===== src/rtc_params.svh =====
// Purpose: Offsets, fields, reset values and timing counts of the real-time clock
// Assumes: Byte addresses on a 32-bit Avalon-MM slave
// Notes:   Included by its bare name
`ifndef RTC_PARAMS_SVH
`define RTC_PARAMS_SVH
`define RTC_OFS_SECONDS    6'h00
`define RTC_OFS_SUBSEC     6'h04
`define RTC_OFS_TOD_ALARM  6'h08
`define RTC_OFS_SS_ALARM   6'h0C
`define RTC_OFS_CTRL       6'h10
`define RTC_OFS_TRIM       6'h14
`define RTC_OFS_INT_STAT   6'h18
`define RTC_OFS_INT_CLR    6'h1C
`define RTC_OFS_INT_EN     6'h20
`define RTC_CTRL_RUN       0
`define RTC_CTRL_TOD_EN    1
`define RTC_CTRL_SS_EN     2
`define RTC_CTRL_TOD_RPT   3
`define RTC_CTRL_SS_RPT    4
`define RTC_CTRL_CAL_EN    5
`define RTC_CTRL_TOD_WAKE  6
`define RTC_CTRL_SS_WAKE   7
`define RTC_CTRL_W         8
`define RTC_CTRL_RST       8'h01
`define RTC_EV_TOD         0
`define RTC_EV_SS          1
`define RTC_EV_SEC         2
`define RTC_EV_W           3
`define RTC_SUB_W          12
`define RTC_SUB_LAST       12'hFFF
`define RTC_PRE_W          3
`define RTC_PPM_DEN        20'hF4240
`define RTC_PPM_W          20
`define RTC_TRIM_MAX       8'h7F
`define RTC_TRIM_MIN       8'h81
`endif


===== src/rtc_pkg.sv =====
// Purpose: Types shared by the real-time clock modules
// Assumes: Constants come from rtc_params.svh
// Notes:   None
package rtc_pkg;
  typedef logic signed [7:0] trim_t;
  typedef enum logic [0:0] {
    BUS_IDLE = 1'b0,
    BUS_ACK  = 1'b1
  } bus_state_t;
endpackage : rtc_pkg


===== src/rtc_tick_if.sv =====
// Purpose: Carries time-base edges, trim and the 4096 Hz tick between modules
// Assumes: One clock domain
// Notes:   None
`timescale 1ns/10ps
`default_nettype none
interface rtc_tick_if;
  logic                 edge_32k;
  rtc_pkg::trim_t       trim;
  logic                 tick;
  logic                 cal_en;
  modport gen (input edge_32k, input trim, output tick);
  modport cal (input tick, input cal_en);
  modport top (output edge_32k, output trim, output cal_en, input tick);
endinterface : rtc_tick_if
`default_nettype wire


===== src/rtc_alarm_calibration.sv =====
// Purpose: Real-time clock with time-of-day and subsecond alarms and trim
// Assumes: rtc_clk_i is a free 32.768 kHz square wave, much slower than clk_i
// Notes:   Registers on Avalon-MM, one wait state on every access
`timescale 1ns/10ps
`default_nettype none
`include "rtc_params.svh"
module rtc_alarm_calibration (
  input  wire logic        clk_i,
  input  wire logic        rst_i,
  input  wire logic [5:0]  avs_address_i,
  input  wire logic        avs_read_i,
  input  wire logic        avs_write_i,
  input  wire logic [31:0] avs_writedata_i,
  output logic      [31:0] avs_readdata_o,
  output logic             avs_waitrequest_o,
  input  wire logic        rtc_clk_i,
  output logic             irq_o,
  output logic             wake_o,
  output logic             calibration_square_output_o,
  output logic             calibration_square_output_oe_o
);
  import rtc_pkg::*;

  rtc_tick_if tb ();

  bus_state_t              bus_q;
  logic [2:0]              sync_q;
  logic [31:0]             seconds_q;
  logic [`RTC_SUB_W-1:0]   subsec_q;
  logic [31:0]             tod_alarm_q;
  logic [31:0]             tod_period_q;
  logic                    tod_armed_q;
  logic [31:0]             ss_reload_q;
  logic [31:0]             ss_count_q;
  logic                    ss_armed_q;
  logic [`RTC_CTRL_W-1:0]  ctrl_q;
  trim_t                   trim_q;
  logic [`RTC_EV_W-1:0]    stat_q;
  logic [`RTC_EV_W-1:0]    int_en_q;
  logic [`RTC_EV_W-1:0]    ev;
  logic                    tick;
  logic                    wrap;
  logic                    tod_fire;
  logic                    ss_fire;
  logic                    wr;
  logic                    rd;
  logic [31:0]             rd_mux;

  // Register address match, used by both the write and read paths
  function automatic logic hit(input logic [5:0] a, input logic [5:0] ofs);
    hit = (a == ofs);
  endfunction : hit

  // Clamp so that the trim never leaves the plus or minus 127 range
  function automatic trim_t clamp_trim(input logic [7:0] v);
    clamp_trim = (v == 8'h80) ? trim_t'(`RTC_TRIM_MIN) : trim_t'(v);
  endfunction : clamp_trim

  // Avalon handshake: one wait cycle, then the access completes
  always_ff @(posedge clk_i or posedge rst_i) begin
    if (rst_i) begin
      bus_q <= BUS_IDLE;
    end else begin
      unique case (bus_q)
        BUS_IDLE: begin
          if (avs_read_i || avs_write_i) begin
            bus_q <= BUS_ACK;
          end
        end
        BUS_ACK: begin
          bus_q <= BUS_IDLE;
        end
      endcase
    end
  end

  assign avs_waitrequest_o = (avs_read_i || avs_write_i) && (bus_q == BUS_IDLE);
  assign wr = avs_write_i && (bus_q == BUS_ACK);
  assign rd = avs_read_i && (bus_q == BUS_IDLE);

  // Two flops before any logic, third flop only for the edge detect
  always_ff @(posedge clk_i or posedge rst_i) begin
    if (rst_i) begin
      sync_q <= 3'h0;
    end else begin
      sync_q <= {sync_q[1:0], rtc_clk_i};
    end
  end

  assign tb.edge_32k = sync_q[1] & ~sync_q[2] & ctrl_q[`RTC_CTRL_RUN];
  assign tb.trim     = trim_q;
  assign tb.cal_en   = ctrl_q[`RTC_CTRL_CAL_EN];
  assign tick        = tb.tick;

  rtc_tick_gen u_tick_gen (
    .clk_i (clk_i),
    .rst_i (rst_i),
    .tb    (tb)
  );

  rtc_cal_out u_cal_out (
    .clk_i (clk_i),
    .rst_i (rst_i),
    .tb    (tb),
    .sq_o  (calibration_square_output_o),
    .oe_o  (calibration_square_output_oe_o)
  );

  // Subsecond wrap is the carry into seconds
  assign wrap = tick && (subsec_q == `RTC_SUB_LAST);

  // Subsecond counter; a software write wins over a tick in the same cycle
  always_ff @(posedge clk_i or posedge rst_i) begin
    if (rst_i) begin
      subsec_q <= 12'h000;
    end else if (wr && hit(avs_address_i, `RTC_OFS_SUBSEC)) begin
      subsec_q <= avs_writedata_i[`RTC_SUB_W-1:0];
    end else if (tick) begin
      subsec_q <= subsec_q + 12'h001;
    end
  end

  // Seconds count; calendar work is left to software
  always_ff @(posedge clk_i or posedge rst_i) begin
    if (rst_i) begin
      seconds_q <= 32'h0000_0000;
    end else if (wr && hit(avs_address_i, `RTC_OFS_SECONDS)) begin
      seconds_q <= avs_writedata_i;
    end else if (wrap) begin
      seconds_q <= seconds_q + 32'h0000_0001;
    end
  end

  // Time-of-day alarm fires as seconds reach the target
  assign tod_fire = wrap && tod_armed_q && ctrl_q[`RTC_CTRL_TOD_EN]
                    && ((seconds_q + 32'h0000_0001) == tod_alarm_q);

  // Writing the target also captures the distance used for repeats
  always_ff @(posedge clk_i or posedge rst_i) begin
    if (rst_i) begin
      tod_alarm_q  <= 32'h0000_0000;
      tod_period_q <= 32'h0000_0000;
      tod_armed_q  <= 1'b0;
    end else if (wr && hit(avs_address_i, `RTC_OFS_TOD_ALARM)) begin
      tod_alarm_q  <= avs_writedata_i;
      tod_period_q <= avs_writedata_i - seconds_q;
      tod_armed_q  <= 1'b1;
    end else if (tod_fire) begin
      if (ctrl_q[`RTC_CTRL_TOD_RPT]) begin
        tod_alarm_q <= tod_alarm_q + tod_period_q;
      end else begin
        tod_armed_q <= 1'b0;
      end
    end
  end

  // Subsecond alarm fires on the tick taken while the down count is one
  assign ss_fire = tick && ss_armed_q && ctrl_q[`RTC_CTRL_SS_EN]
                   && (ss_count_q == 32'h0000_0001);

  // Down counter in 1/4096 s units; a zero reload never arms
  always_ff @(posedge clk_i or posedge rst_i) begin
    if (rst_i) begin
      ss_reload_q <= 32'h0000_0000;
      ss_count_q  <= 32'h0000_0000;
      ss_armed_q  <= 1'b0;
    end else if (wr && hit(avs_address_i, `RTC_OFS_SS_ALARM)) begin
      ss_reload_q <= avs_writedata_i;
      ss_count_q  <= avs_writedata_i;
      ss_armed_q  <= (avs_writedata_i != 32'h0000_0000);
    end else if (ss_fire) begin
      ss_count_q <= ss_reload_q;
      ss_armed_q <= ctrl_q[`RTC_CTRL_SS_RPT];
    end else if (tick && ss_armed_q && ctrl_q[`RTC_CTRL_SS_EN]) begin
      ss_count_q <= ss_count_q - 32'h0000_0001;
    end
  end

  // Control register steers run, alarms, repeat, calibration and wake
  always_ff @(posedge clk_i or posedge rst_i) begin
    if (rst_i) begin
      ctrl_q <= `RTC_CTRL_RST;
    end else if (wr && hit(avs_address_i, `RTC_OFS_CTRL)) begin
      ctrl_q <= avs_writedata_i[`RTC_CTRL_W-1:0];
    end
  end

  // Trim register; -128 would exceed the range and is clamped
  always_ff @(posedge clk_i or posedge rst_i) begin
    if (rst_i) begin
      trim_q <= trim_t'(8'h00);
    end else if (wr && hit(avs_address_i, `RTC_OFS_TRIM)) begin
      trim_q <= clamp_trim(avs_writedata_i[7:0]);
    end
  end

  assign ev = {wrap, ss_fire, tod_fire};

  // Sticky status: an event in the clearing cycle survives the clear
  always_ff @(posedge clk_i or posedge rst_i) begin
    if (rst_i) begin
      stat_q <= 3'h0;
    end else if (wr && hit(avs_address_i, `RTC_OFS_INT_CLR)) begin
      stat_q <= (stat_q & ~avs_writedata_i[`RTC_EV_W-1:0]) | ev;
    end else begin
      stat_q <= stat_q | ev;
    end
  end

  // Interrupt enable mask
  always_ff @(posedge clk_i or posedge rst_i) begin
    if (rst_i) begin
      int_en_q <= 3'h0;
    end else if (wr && hit(avs_address_i, `RTC_OFS_INT_EN)) begin
      int_en_q <= avs_writedata_i[`RTC_EV_W-1:0];
    end
  end

  // Level outputs follow the sticky flags until software clears them
  assign irq_o  = |(stat_q & int_en_q);
  assign wake_o = (stat_q[`RTC_EV_TOD] & ctrl_q[`RTC_CTRL_TOD_WAKE])
                | (stat_q[`RTC_EV_SS] & ctrl_q[`RTC_CTRL_SS_WAKE]);

  // Read multiplexer; unmapped and write-only offsets read zero
  always_comb begin
    rd_mux = 32'h0000_0000;
    if (hit(avs_address_i, `RTC_OFS_SECONDS)) begin
      rd_mux = seconds_q;
    end else if (hit(avs_address_i, `RTC_OFS_SUBSEC)) begin
      rd_mux = {20'h00000, subsec_q};
    end else if (hit(avs_address_i, `RTC_OFS_TOD_ALARM)) begin
      rd_mux = tod_alarm_q;
    end else if (hit(avs_address_i, `RTC_OFS_SS_ALARM)) begin
      rd_mux = ss_count_q;
    end else if (hit(avs_address_i, `RTC_OFS_CTRL)) begin
      rd_mux = {24'h000000, ctrl_q};
    end else if (hit(avs_address_i, `RTC_OFS_TRIM)) begin
      rd_mux = {{24{trim_q[7]}}, trim_q};
    end else if (hit(avs_address_i, `RTC_OFS_INT_STAT)) begin
      rd_mux = {29'h0000_0000, stat_q};
    end else if (hit(avs_address_i, `RTC_OFS_INT_EN)) begin
      rd_mux = {29'h0000_0000, int_en_q};
    end
  end

  // Read data captured in the wait cycle, stands in the answer cycle
  always_ff @(posedge clk_i or posedge rst_i) begin
    if (rst_i) begin
      avs_readdata_o <= 32'h0000_0000;
    end else if (rd) begin
      avs_readdata_o <= rd_mux;
    end
  end
endmodule : rtc_alarm_calibration
`default_nettype wire


===== src/rtc_cal_out.sv =====
// Purpose: Square calibration output at half the trimmed tick rate
// Assumes: tick is a one-cycle pulse at 4096 Hz
// Notes:   Output idles low while disabled so a meter sees a clean start
`timescale 1ns/10ps
`default_nettype none
module rtc_cal_out (
  input  wire logic clk_i,
  input  wire logic rst_i,
  rtc_tick_if.cal   tb,
  output logic      sq_o,
  output logic      oe_o
);
  import rtc_pkg::*;
  // Toggle on every trimmed tick gives a 2048 Hz square wave
  always_ff @(posedge clk_i or posedge rst_i) begin
    if (rst_i) begin
      sq_o <= 1'b0;
      oe_o <= 1'b0;
    end else begin
      oe_o <= tb.cal_en;
      if (!tb.cal_en) begin
        sq_o <= 1'b0;
      end else if (tb.tick) begin
        sq_o <= ~sq_o;
      end
    end
  end
endmodule : rtc_cal_out
`default_nettype wire


===== src/rtc_tick_gen.sv =====
// Purpose: Divides 32.768 kHz edges to a trimmed 4096 Hz tick
// Assumes: edge_32k is a one-cycle pulse per time-base period
// Notes:   Each trim step adds or drops one time-base edge per million on average
`timescale 1ns/10ps
`default_nettype none
`include "rtc_params.svh"
module rtc_tick_gen (
  input  wire logic clk_i,
  input  wire logic rst_i,
  rtc_tick_if.gen   tb
);
  import rtc_pkg::*;
  logic [`RTC_PRE_W-1:0] pre_q;
  logic [`RTC_PPM_W-1:0] acc_q;
  logic [`RTC_PPM_W-1:0] mag;
  logic [`RTC_PPM_W:0]   acc_sum;
  logic                  fix;
  logic [`RTC_PRE_W:0]   pre_sum;
  // Magnitude of trim; sign picks add or drop
  assign mag     = {12'h000, (tb.trim[7] ? 8'(-tb.trim) : 8'(tb.trim))};
  assign acc_sum = {1'b0, acc_q} + {1'b0, mag};
  assign fix     = acc_sum >= {1'b0, `RTC_PPM_DEN};
  // Positive trim steps twice, negative trim holds one edge
  assign pre_sum = {1'b0, pre_q} + (fix ? (tb.trim[7] ? 4'h0 : 4'h2) : 4'h1);
  // Prescaler wraps every eight edges; a trim correction makes it seven or nine
  always_ff @(posedge clk_i or posedge rst_i) begin
    if (rst_i) begin
      pre_q <= 3'h0;
      tb.tick <= 1'b0;
    end else begin
      tb.tick <= tb.edge_32k & pre_sum[`RTC_PRE_W];
      if (tb.edge_32k) begin
        pre_q <= pre_sum[`RTC_PRE_W-1:0];
      end
    end
  end
  // Parts-per-million accumulator
  always_ff @(posedge clk_i or posedge rst_i) begin
    if (rst_i) begin
      acc_q <= 20'h00000;
    end else if (tb.edge_32k) begin
      acc_q <= fix ? `RTC_PPM_W'(acc_sum - {1'b0, `RTC_PPM_DEN}) : acc_sum[`RTC_PPM_W-1:0];
    end
  end
endmodule : rtc_tick_gen
`default_nettype wire


===== config.mk =====
export PLATFORM = sky130hd
export DESIGN_NAME = rtc_alarm_calibration
export DESIGN_NICKNAME = d
export VERILOG_FILES = /design/src/rtc_pkg.sv /design/src/rtc_tick_if.sv /design/src/rtc_alarm_calibration.sv /design/src/rtc_cal_out.sv /design/src/rtc_tick_gen.sv
export VERILOG_INCLUDE_DIRS = /design/src /design/src/src
export SDC_FILE = /design/constraint.sdc
export NUM_CORES = 1
export LEC_CHECK = 0
export BUFFER_PORTS_ARGS = -buffer_cell sky130_fd_sc_hd__buf_2
export CAP_MARGIN = 5
export CORE_ASPECT_RATIO = 1.75
export CORE_MARGIN = 2
export CORE_UTILIZATION = 63
export CTS_CLUSTER_DIAMETER = 40
export DETAILED_ROUTE_END_ITERATION = 7
export HOLD_SLACK_MARGIN = 0.08
export PLACE_DENSITY = 0.81
export REMOVE_ABC_BUFFERS = 1
export SLEW_MARGIN = 10
export SYNTH_ARGS = -nofsm -noshare
export SYNTH_HDL_FRONTEND = slang
export SYNTH_SLANG_ARGS = --single-unit

===== constraint.sdc =====
create_clock -name clk_i -period 11.3 [get_ports clk_i]
set_input_delay 1.13 -clock clk_i [delete_from_list [all_inputs] [get_ports clk_i]]
set_output_delay 1.13 -clock clk_i [all_outputs]
set_load 0.005 [all_outputs]

Word-level counts from Yosys, hierarchy flattened --
Index checks and enable logic that the tools add are counted.
Cells by class: $lt $le $gt $ge 1, reduce and logical (&&, ||, !) cells 30, mux-type cells 33, bitwise gates (word level) 14, equality and inequality tests 14, add/subtract/negate cells 9
Operators with widths (count):
- $mux W32 | 14
- $add A32 B1 Y32 const B | 1
- $add A32 B32 Y32 | 1
- $eq A32 B1 Y1 const B | 1
- $eq A32 B32 Y1 | 1
- $reduce_bool A32 Y1 | 1
- $sub A32 B1 Y32 const B | 1
- $sub A32 B32 Y32 | 1
- $eq A6 B5 Y1 const B | 4
- $mux W12 | 2
- $add A20 B8 Y21 | 1
- $ge A21 B20 Y1 const B | 1
- $mux W20 | 1
- $sub A20 B20 Y20 const B | 1
- $logic_and A1 B1 Y1 | 18
- $mux W8 | 2
- $add A12 B1 Y12 const B | 1
- $eq A12 B12 Y1 const B | 1
- $eq A6 B4 Y1 const B | 2
- $reduce_bool A2 Y1 | 5
- $mux W3 | 3
- $eq A8 B8 Y1 const B | 1
- $mux W1 | 8
- $neg A8 Y8 | 1
- other kinds (18) | 28
Storage, ports and cells: flip-flop bits (word level) 258, word-level logic and storage cells 121, output and inout port bits 37, input port bits 43

Depth between registers and ports, before layout --
Gate-level depths: netlist (run 1).
depth after elaboration 9, depth in mapped cells 24, depth with buffers taken out 23

By module --
Synthesis (run 1) repeated with hierarchy kept, for this count alone.
Second synthesis, totals: cells, all modules 2195, area total of the unflattened synthesis 17961.0 um^2
Modules (own cells, without submodules):
- rtc_alarm_calibration | cells an instance 1924, area an instance 15559.9 um^2, sequential area each 5806.8 um^2, instances 1
- rtc_tick_gen | cells an instance 266, area an instance 2332.2 um^2, sequential area each 600.6 um^2, instances 1
- rtc_cal_out | cells an instance 5, area an instance 68.8 um^2, sequential area each 50.0 um^2, instances 1

Least setup slack after synthesis (run 1) --
OpenSTA, ideal clock, no wires.
kind reg-to-reg, from register trim_q[0] (netlist: tb.trim[0]), to register u_tick_gen.pre_q[2], path buffers 1, clock period less this slack 4476 ps, cell stages (with the launch flop) 24, data required time 11221 ps, data arrival time 4397 ps, slack 6824 ps, cells stage by stage dfrtp_1 inv_1 ha_1 nand2b_1 xnor2_1 ha_1 nor2b_1 o221a_2 or4_1 o211ai_1 inv_1 ha_1 nand4b_1 or4_1 nand4_1 a221o_1 a31o_2 inv_2 buf_2 ha_1 inv_1 fa_1 nor2_1 xor2_1
Between the ends: longest elaborated chain between the ends 6
RTL lines:
- start, declared | RTL line rtc_alarm_calibration.sv:37 | trim_t trim_q;
- start signal, assigned | RTL line rtc_alarm_calibration.sv:191 | trim_q <= trim_t'(8'h00);
- start signal, assigned | RTL line rtc_alarm_calibration.sv:193 | trim_q <= clamp_trim(avs_writedata_i[7:0]);
- $neg A8 Y8 | RTL line rtc_tick_gen.sv:20 | assign mag = {12'h000, (tb.trim[7] ? 8'(-tb.trim) : 8'(tb.trim))};
- $mux W8 (*) | RTL line rtc_tick_gen.sv:20
- $add A20 B8 Y21 (*) | RTL line rtc_tick_gen.sv:21 | assign acc_sum = {1'b0, acc_q} + {1'b0, mag};
- $ge A21 B20 Y1 (*) | RTL line rtc_tick_gen.sv:22 | assign fix = acc_sum >= {1'b0, `RTC_PPM_DEN};
- $mux W4 (*) | RTL line rtc_tick_gen.sv:24 | assign pre_sum = {1'b0, pre_q} + (fix ? (tb.trim[7] ? 4'h0 : 4'h2) : 4'h1);
- $add A3 B4 Y4 (*) | RTL line rtc_tick_gen.sv:24
- end signal, assigned | RTL line rtc_tick_gen.sv:33 | pre_q <= pre_sum[`RTC_PRE_W-1:0];
- end, declared | RTL line rtc_tick_gen.sv:13 | logic [`RTC_PRE_W-1:0] pre_q;
Every way passes the cells marked *; elsewhere a longest branch is shown, timed or not. A chain may end at the register's enable or synchronous reset.

Worst setup path in the final report (run 1) --
from register trim_q[0] (netlist: tb.trim[0]), to register u_tick_gen.pre_q[1]
The elaborated chain is that of the path after synthesis.

==> results.tsv, run 1 <==
stage	metric	value	unit
drt	Routed Antenna Nets	0	
drt	detailed-route via count	16700	
sta	Tcrit/Tclk final	44.3	%
logic_synthesis	Synth Cell Area	17500	µm²
finish	most frequent cells in the layout	nand2_1, dfrtp_1, a21oi_1	
pwr	Lkg Pwr	8.53	nW
cts	Max H-tree Level	2	
placed_design	detailed placement HPWL	40600	µm
pwr	clock network fraction of total power	39.2	%
critical_path	CP required	11.73	ns
critical_path	critical path class	register to register	
logic_synthesis	Syn. warnings	0	
critical_path	cell mode on critical path	ha_1	
pwr	Reg power frac	37.0	%
cts	CTS resizes	0	
pwr	internal power	2.06	mW
cts	CTS Buf Count	35	
global_route	largest net degree at the start of global routing	161	
sta	final number of setup-violating endpoints	0	
global_route	total grt overflow	0	
critical_path	CP Max Fanout	15	
logic_synthesis	Mapped Avg Cell Area	8.18	µm²
global_route	number of global-route vias before repair	16300	
floorplan	Initial Util	64.0	%
sta	Slew HR	21.6	%
finish	Multi-input gate area	10400	µm²
pwr	Power Total	3.05	mW
critical_path	Setup crit end	u_tick_gen.pre_q[1]$_DFFE_PP0P_	
finish	Reg area	6460	µm²
floorplan	core area	27300	µm²
finish	commonest non-fill, non-tap cell in the layout	nand2_1	
pwr	P_sw	0.987	mW
sta	Final Hold Viols	0	
drt	average wire per standard cell	21.9	µm
finish	fill count	2250	
finish	Nets	2295	
drt	Pre-antenna DRT Iters	6	
critical_path	Setup crit start	tb.trim[0]$_DFFE_PP0P_	
floorplan	Rows	80	
cts	Skew-Pair Late Insertion Delay	0.54	ns
finish	share of cells above drive strength 1	9.58	%
min_path	Min-Delay Path Class	register to register	
logic_synthesis	ys flop type	dfrtp_1	
critical_path	crit path launch type	register	
pwr	Sw Share	32.4	%
logic_synthesis	Cells after Synth	2140	
pwr	PwrDens	157	nW/µm²
logic_synthesis	asr flop ratio synth	100	%
logic_synthesis	Cell variety after synth	77	
sta	post-route minimum period	5.01	ns
floorplan	Die Span X	130	µm
critical_path	Critical Path, Cell by Cell	inv_1 > ha_1 > nand2_1 > nand2_1 > xnor2_1 > ha_1 > and3_1 > a22oi_1 > a21oi_1 > xnor2_1 > ha_1 > nand4b_1 > or4_1 > nand4_1 > a221o_1 > a31o_2 > inv_2 > ha_1 > inv_1 > fa_1 > o21ai_0	
pwr	peak supply drop	0.146	mV
drt	Vias/cell	6.51	
logic_synthesis	number of synthesized register bits	258	
finish	utilization after layout	70.8	%
pwr	Comb power frac	23.8	%
critical_path	CP max-delay cell	or4_1	
sta	final slew viol count	0	
sta	TNS Setup	0	ns
placed_design	RD Place Congestion	1.01	
critical_path	CP max stage delay	0.53	ns
global_route	antenna violations before repair	1	
critical_path	Setup crit end kind	register	
critical_path	r2r startpoint	tb.trim[0]$_DFFE_PP0P_	
drt	DRC	0	
placed_design	PortBufs	79	
cts	Clk pin slew, worst setup/hold paths	0.06	ns
sta	Clock Skew	0.0230	ns
critical_path	R2R Setup Slk	6.29	ns
floorplan	DIE AREA	29200	µm²
logic_synthesis	Seq/Total Area, Yosys	36.9	%
cts	CTS root buf	clkbuf_16	
finish	Syn-to-layout area delta	10.6	%
drt	Iter 0 DRT Violations	1526	
sta	actual slew at the worst max-slew pin	1.18	ns
critical_path	Reg2Reg Depth	21	
global_route	first-pass GRT wire length	86900	µm
critical_path	Crit path arrival time	5.44	ns
cts	clk buf depth	3	
cts	post-CTS setup buffers	0	
floorplan	I/O Pins	80	
sta	Max Clk Rate	0.200	GHz
cts	Clock Sinks	258	
critical_path	R2R Path End	u_tick_gen.pre_q[1]$_DFFE_PP0P_	
global_route	Overall Global Routing Usage	38.8	%
flow_run	Max-Cap Viols	0	
cts	hold_buf cts	0	
floorplan	die height	224	µm
sta	RSZ-0062 raised after global routing	no	
outcome	status	complete, no violations	
logic_synthesis	Post-synth EDFFs	0	
cts	CTS tree	built	
drt	total wire length	56300	µm
## cell usage after synthesis (all sizes together) (10+ instances only)
| library cell | instances | area, µm² |
|---|---|---|
| nor2b | 13 | 81.3 |
| a221oi | 13 | 114 |
| nand2 | 348 | 1310 |
| o21ai | 228 | 1140 |
| nor3 | 44 | 220 |
| and3 | 18 | 113 |
| or2 | 12 | 75.1 |
| nand3 | 50 | 255 |
| inv | 71 | 267 |
| nor2 | 177 | 664 |
| a21oi | 198 | 991 |
| xnor2 | 119 | 1040 |
| dfrtp | 257 | 6430 |
| mux2 | 19 | 214 |
| buf | 28 | 161 |
| or4 | 10 | 75.1 |
| a31oi | 26 | 163 |
| nand2b | 18 | 113 |
| nand4 | 29 | 181 |
| a22oi | 12 | 90.1 |
| a211oi | 12 | 90.1 |
| o21bai | 14 | 105 |
| o31ai | 13 | 97.6 |
| mux2i | 30 | 300 |
| nor4 | 23 | 186 |
| o211ai | 14 | 105 |
| ha | 79 | 988 |
| a21o | 19 | 143 |
| xor2 | 58 | 508 |
| clkbuf | 78 | 293 |
## routing by layer
layer  track usage [%]  vias to the layer above  share of wire, %
met1              40.8                     7905                33
li1                  -                     7630                 -
met3              5.59                      298               6.0
met4              35.2                        2                11
met5                 0                        -             0.023
met2              65.8                      852                49
## flip-flops by register name (all words and copies together) (netlist names), 8 cells and up
register and flops:
tb.trim 8, ss_reload_q 32, tod_period_q 32, tod_alarm_q 32, avs_readdata_o 32, ctrl_q 8
u_tick_gen.acc_q 20, seconds_q 32, subsec_q 12, ss_count_q 32
## critical path, delay by kind of cell (launching register included)
| kind | cells | cell delay, ns |
|---|---|---|
| buffers and inverters | 3 | 0.32 |
| AO/OA/AOI/OAI | 5 | 1.12 |
| AND/OR/NAND/NOR | 6 | 1.08 |
| adder cells (fa/ha/maj) | 5 | 1.39 |
| flip-flops | 1 | 0.43 |
| XOR/XNOR | 2 | 0.56 |
## cell families after synthesis
| kind of cell | count (synthesis) | share of synthesized area [%] |
|---|---|---|
| xor gates and xnor gates | 177 | 8.86 |
| buffers and inverters | 177 | 4.12 |
| DFF | 258 | 36.9 |
| AOI/OAI and AO/OA | 614 | 20.6 |
| muxes | 49 | 2.94 |
| and+or+nand+nor | 782 | 20.5 |
| adders and majority gates | 83 | 6.11 |
## layout make-up
type	instances	share of cell area [%]
clock buffer	42	5.04
antenna	2	0.0259
tap	369	2.39
timing repair buffer	98	2.84
inverter	71	1.42
clock inverter	19	1.40
multi-input combinational	1705	53.5
sequential	258	33.4
## through the flow
step	hold slack, ns	std cells	worst slack (ns)	area (µm²)
after floorplan	0.331	2034	3.07	17000
after global placement	0.338	2501	6.33	18100
after detailed placement	0.341	2501	6.29	18100
after CTS	0.357	2562	6.26	19300
after global routing	0.366	2562	5.91	19300
final	0.356	2564	6.29	19400
## how the worst min path moves through the flow
stage / slack [ns] / start / endpoint / depth (start not counted)
after global placement: 0.34 / sync_q[0]$_DFF_PP0_ / sync_q[1]$_DFF_PP0_ / 0
after detailed placement: 0.34 / sync_q[0]$_DFF_PP0_ / sync_q[1]$_DFF_PP0_ / 0
final: 0.36 / sync_q[0]$_DFF_PP0_ / sync_q[1]$_DFF_PP0_ / 0
after floorplan: 0.33 / sync_q[0]$_DFF_PP0_ / sync_q[1]$_DFF_PP0_ / 0
after CTS: 0.36 / sync_q[0]$_DFF_PP0_ / sync_q[1]$_DFF_PP0_ / 0
after global routing: 0.37 / sync_q[0]$_DFF_PP0_ / sync_q[1]$_DFF_PP0_ / 0
## power by group through the flow
stage / clock (mW) / combinational, mW / sequential [mW]
finish: 1.20 / 0.724 / 1.13
global route: 1.24 / 0.800 / 1.13
CTS: 1.20 / 0.717 / 1.12
detailed placement: 0 / 0.711 / 1.13
global placement: 0 / 0.694 / 1.13
floorplan: 0 / 0.537 / 1.09
Note: power is estimated with default switching activity, not from simulation.
==> run 2, diff against run 1 <==
--- a/config.mk
+++ b/config.mk
@@ -6,15 +6,16 @@
 export SDC_FILE = /design/constraint.sdc
 export NUM_CORES = 1
 export LEC_CHECK = 0
+export ABC_AREA = 1
 export BUFFER_PORTS_ARGS = -buffer_cell sky130_fd_sc_hd__buf_2
 export CAP_MARGIN = 5
 export CORE_ASPECT_RATIO = 1.75
 export CORE_MARGIN = 2
-export CORE_UTILIZATION = 63
+export CORE_UTILIZATION = 64
 export CTS_CLUSTER_DIAMETER = 40
 export DETAILED_ROUTE_END_ITERATION = 7
 export HOLD_SLACK_MARGIN = 0.08
-export PLACE_DENSITY = 0.81
+export PLACE_DENSITY = 0.82
 export REMOVE_ABC_BUFFERS = 1
 export SLEW_MARGIN = 10
 export SYNTH_ARGS = -nofsm -noshare
==> constraint.sdc (replaced) <==
create_clock -name clk_i -period 5.2 [get_ports clk_i]
set_input_delay 0.52 -clock clk_i [delete_from_list [all_inputs] [get_ports clk_i]]
set_output_delay 0.52 -clock clk_i [all_outputs]
set_load 0.005 [all_outputs]
==> run 2 against run 1 <==
Compared with the run above:
- the run now ends with DRC left
- area after synthesis up 12%
- count of clock-buffer cells in the layout down 2
- final cell count up 32%
- register-to-register slack worse by 5.8 ns
- die area up 10%
- sequential power up 110%
- clock power up 99%
- flip-flop and latch count unchanged
- critical endpoint is now u_tick_gen.pre_q[2]$_DFFE_PP0P_
==> results.tsv, run 2 <==
stage	metric	value	unit	change
cts	CTS tree	built		
cts	Clk pin slew, worst setup/hold paths	0.07	ns	about the same
cts	Skew-Pair Late Insertion Delay	0.54	ns	about the same
floorplan	Die Span X	136	µm	+4.9%
floorplan	die height	236	µm	+5.0%
critical_path	CP required	5.66	ns	-6.07 ns
finish	share of cells above drive strength 1	8.27	%	-1.3 points
global_route	first-pass GRT wire length	115000	µm	+33%
placed_design	detailed placement HPWL	57500	µm	+42%
cts	CTS root buf	clkbuf_16		
cts	CTS resizes	0		unchanged
global_route	largest net degree at the start of global routing	114		-29%
finish	commonest non-fill, non-tap cell in the layout	nand2_1		
global_route	number of global-route vias before repair	21400		+31%
drt	average wire per standard cell	22.2	µm	+1.2%
sta	post-route minimum period	4.70	ns	-0.307 ns
logic_synthesis	ys flop type	dfrtp_1		
drt	Iter 0 DRT Violations	2506		+64%
outcome	violations in the final reports	DRC		
pwr	peak supply drop	0.306	mV	+110%
drt	detailed-route via count	21900		+31%
sta	Slew HR	22.0	%	+0.35 points
global_route	antenna violations before repair	1		unchanged
drt	Routed Antenna Nets	0		unchanged
drt	Pre-antenna DRT Iters	8		+2
min_path	Min-Delay Path Class	input pin to register		
placed_design	placed instance area	20300	µm²	+12%
pwr	PwrDens	310	nW/µm²	+97%
logic_synthesis	post-synth top area cell	dfrtp_1		
sta	final number of setup-violating endpoints	0		unchanged
finish	Syn-to-layout area delta	9.41	%	
logic_synthesis	most instantiated library cell after synthesis	nand2_1		
outcome	status	finished, violations left		
flow_run	Max-Cap Viols	0		unchanged
placed_design	RD Place Congestion	1.12		+11%
pwr	Lkg Pwr	11.0	nW	+29%
sta	TNS Setup	0	ns	unchanged
logic_synthesis	Synth Cell Area	19600	µm²	+12%
sta	Final Hold Viols	0		unchanged
cts	clk buf depth	3		unchanged
sta	actual slew at the worst max-slew pin	1.16	ns	-0.0142 ns
global_route	total grt overflow	0		unchanged
logic_synthesis	Seq/Total Area, Yosys	32.9	%	-4.0 points
logic_synthesis	Cell variety after synth	49		-36%
logic_synthesis	Cells after Synth	2918		+36%
floorplan	DIE AREA	32100	µm²	+10%
finish	Nets	3099		+35%
logic_synthesis	Post-synth EDFFs	0		unchanged
logic_synthesis	Mapped Avg Cell Area	6.72	µm²	-18%
logic_synthesis	Syn. warnings	0		unchanged
cts	CTS Buf Count	35		unchanged
logic_synthesis	number of synthesized register bits	258		unchanged
cts	Clock Sinks	258		unchanged
logic_synthesis	share of the synthesized area in the top cell type	32.8	%	-4.0 points
sta	RSZ-0062 raised after global routing	no		
drt	Vias/cell	6.46		-0.71%
drt	DRC	2		+2
floorplan	I/O Pins	80		unchanged
critical_path	Setup crit end kind	register		
drt	total wire length	75200	µm	+34%
sta	final slew viol count	0		unchanged
floorplan	core area	30200	µm²	+10%
pwr	Power Total	6.66	mW	+120%
sta	Max Clk Rate	0.213	GHz	+6.5%
cts	Max H-tree Level	2		unchanged
critical_path	Crit path arrival time	5.16	ns	-0.28 ns
critical_path	critical path class	register to register		
logic_synthesis	synth cell count leaders	nand2_1, inv_1, dfrtp_1, nor2_1, nand3_1		
sta	Tcrit/Tclk final	90.3	%	+46 points
floorplan	Rows	84		+5.0%
critical_path	crit path launch type	register		
placed_design	PortBufs	79		unchanged
logic_synthesis	asr flop ratio synth	100	%	unchanged
logic_synthesis	synth top area cells	dfrtp_1, nand2_1, inv_1		
cts	post-CTS setup buffers	0		unchanged
finish	most frequent cells in the layout	nand2_1, inv_1, dfrtp_1		
global_route	Overall Global Routing Usage	47.3	%	+8.5 points
cts	hold_buf cts	0		unchanged
floorplan	Initial Util	65.0	%	+1.0 points
sta	Clock Skew	0.0302	ns	+0.00718 ns
critical_path	CP Max Fanout	15		unchanged
finish	Design Area, Final	21500	µm²	+11%
==> run 2: changes by cell type after synthesis, moves of 56 or more <==
cell,change
nor2_1,+70
a21oi_1,-56
nand2_1,+549
xnor2_1,-109
nand3_1,+187
o221ai_1,+75
inv_1,+265
==> run 2: layout make-up <==
| class | instances | area, µm² |
|---|---|---|
| antenna | 1 | 2.50 |
| fill | 2536 | 8700 |
| tap | 387 | 484 |
| sequential | 258 | 6460 |
| inverter | 342 | 1290 |
| timing repair buffer | 99 | 558 |
| clock buffer | 40 | 935 |
| clock inverter | 21 | 196 |
| multi-input combinational | 2237 | 11500 |
==> run 2: logic make-up after synthesis <==
group | count (synthesis) | synth area share (%)
compound gates | 524 | 15.8
xor+xnor | 55 | 2.67
fa+ha+maj | 83 | 5.45
buf+inv | 423 | 8.44
flops | 258 | 32.9
simple gates | 1575 | 34.8
==> run 2: per-stage QoR <==
stage	setup WS [ns]	utilization, %	cells	hold slack (ns)
6_report	0.502	71.2	3385	0.0863
5_1_grt	0.110	71.2	3385	0.0896
4_1_cts	0.565	71.1	3384	0.0807
3_5_place_dp	0.615	67.3	3323	0.346
3_3_place_gp	0.652	67.3	3323	0.333
2_1_floorplan	-2.42	-	2837	0.331
==> run 2: power by group <==
part | internal (mW) | switching, mW | total, mW
Sequential | 2.20 | 0.212 | 2.41
Clock | 1.40 | 0.984 | 2.39
Combinational | 0.583 | 1.27 | 1.86
==> run 2: layer usage <==
metal / global-route usage, % / vias up / part of all wire (%)
li1: - / 9825 / -
met1: 47.7 / 10100 / 32
met2: 77.3 / 1392 / 48
met3: 11.6 / 514 / 8.7
met4: 45.9 / 0 / 12
met5: 0 / - / 0
==> run 2: path summary, 6_finish.rpt <==
kind / startpoint / end / slack [ns] / depth (start not counted)
max in group asynchronous: rst_i / tod_period_q[7]$_DFFE_PP0P_ / 3.93 / 3
min in group asynchronous: rst_i / u_tick_gen.acc_q[17]$_DFFE_PP0P_ / 0.15 / 2
min reg2reg: sync_q[0]$_DFF_PP0_ / sync_q[1]$_DFF_PP0_ / 0.36 / 0
min: rtc_clk_i / sync_q[0]$_DFF_PP0_ / 0.09 / 1
max reg2reg: tb.trim[1]$_DFFE_PP0P_ / u_tick_gen.pre_q[2]$_DFFE_PP0P_ / 0.50 / 24
max: tb.trim[1]$_DFFE_PP0P_ / u_tick_gen.pre_q[2]$_DFFE_PP0P_ / 0.50 / 24
==> run 2: worst max-delay path, cell delays in order (launching register included) <==
cell and delay [ns]:
dfrtp_1 0.38, inv_1 0.12, ha_1 0.17, inv_1 0.05, nor3_1 0.22, nand2_1 0.08, nand2_1 0.08, xor2_1 0.19
ha_1 0.30, nand2_1 0.14, nor2_1 0.10, nand3_1 0.09, nand3_1 0.39, nand2_1 0.19, nand2_1 0.12, nor2_1 0.19
nand3_1 0.17, nand3_1 0.16, nand3_2 0.32, inv_1 0.15, ha_1 0.19, inv_1 0.06, fa_1 0.35, nor2_1 0.19
xor2_2 0.18
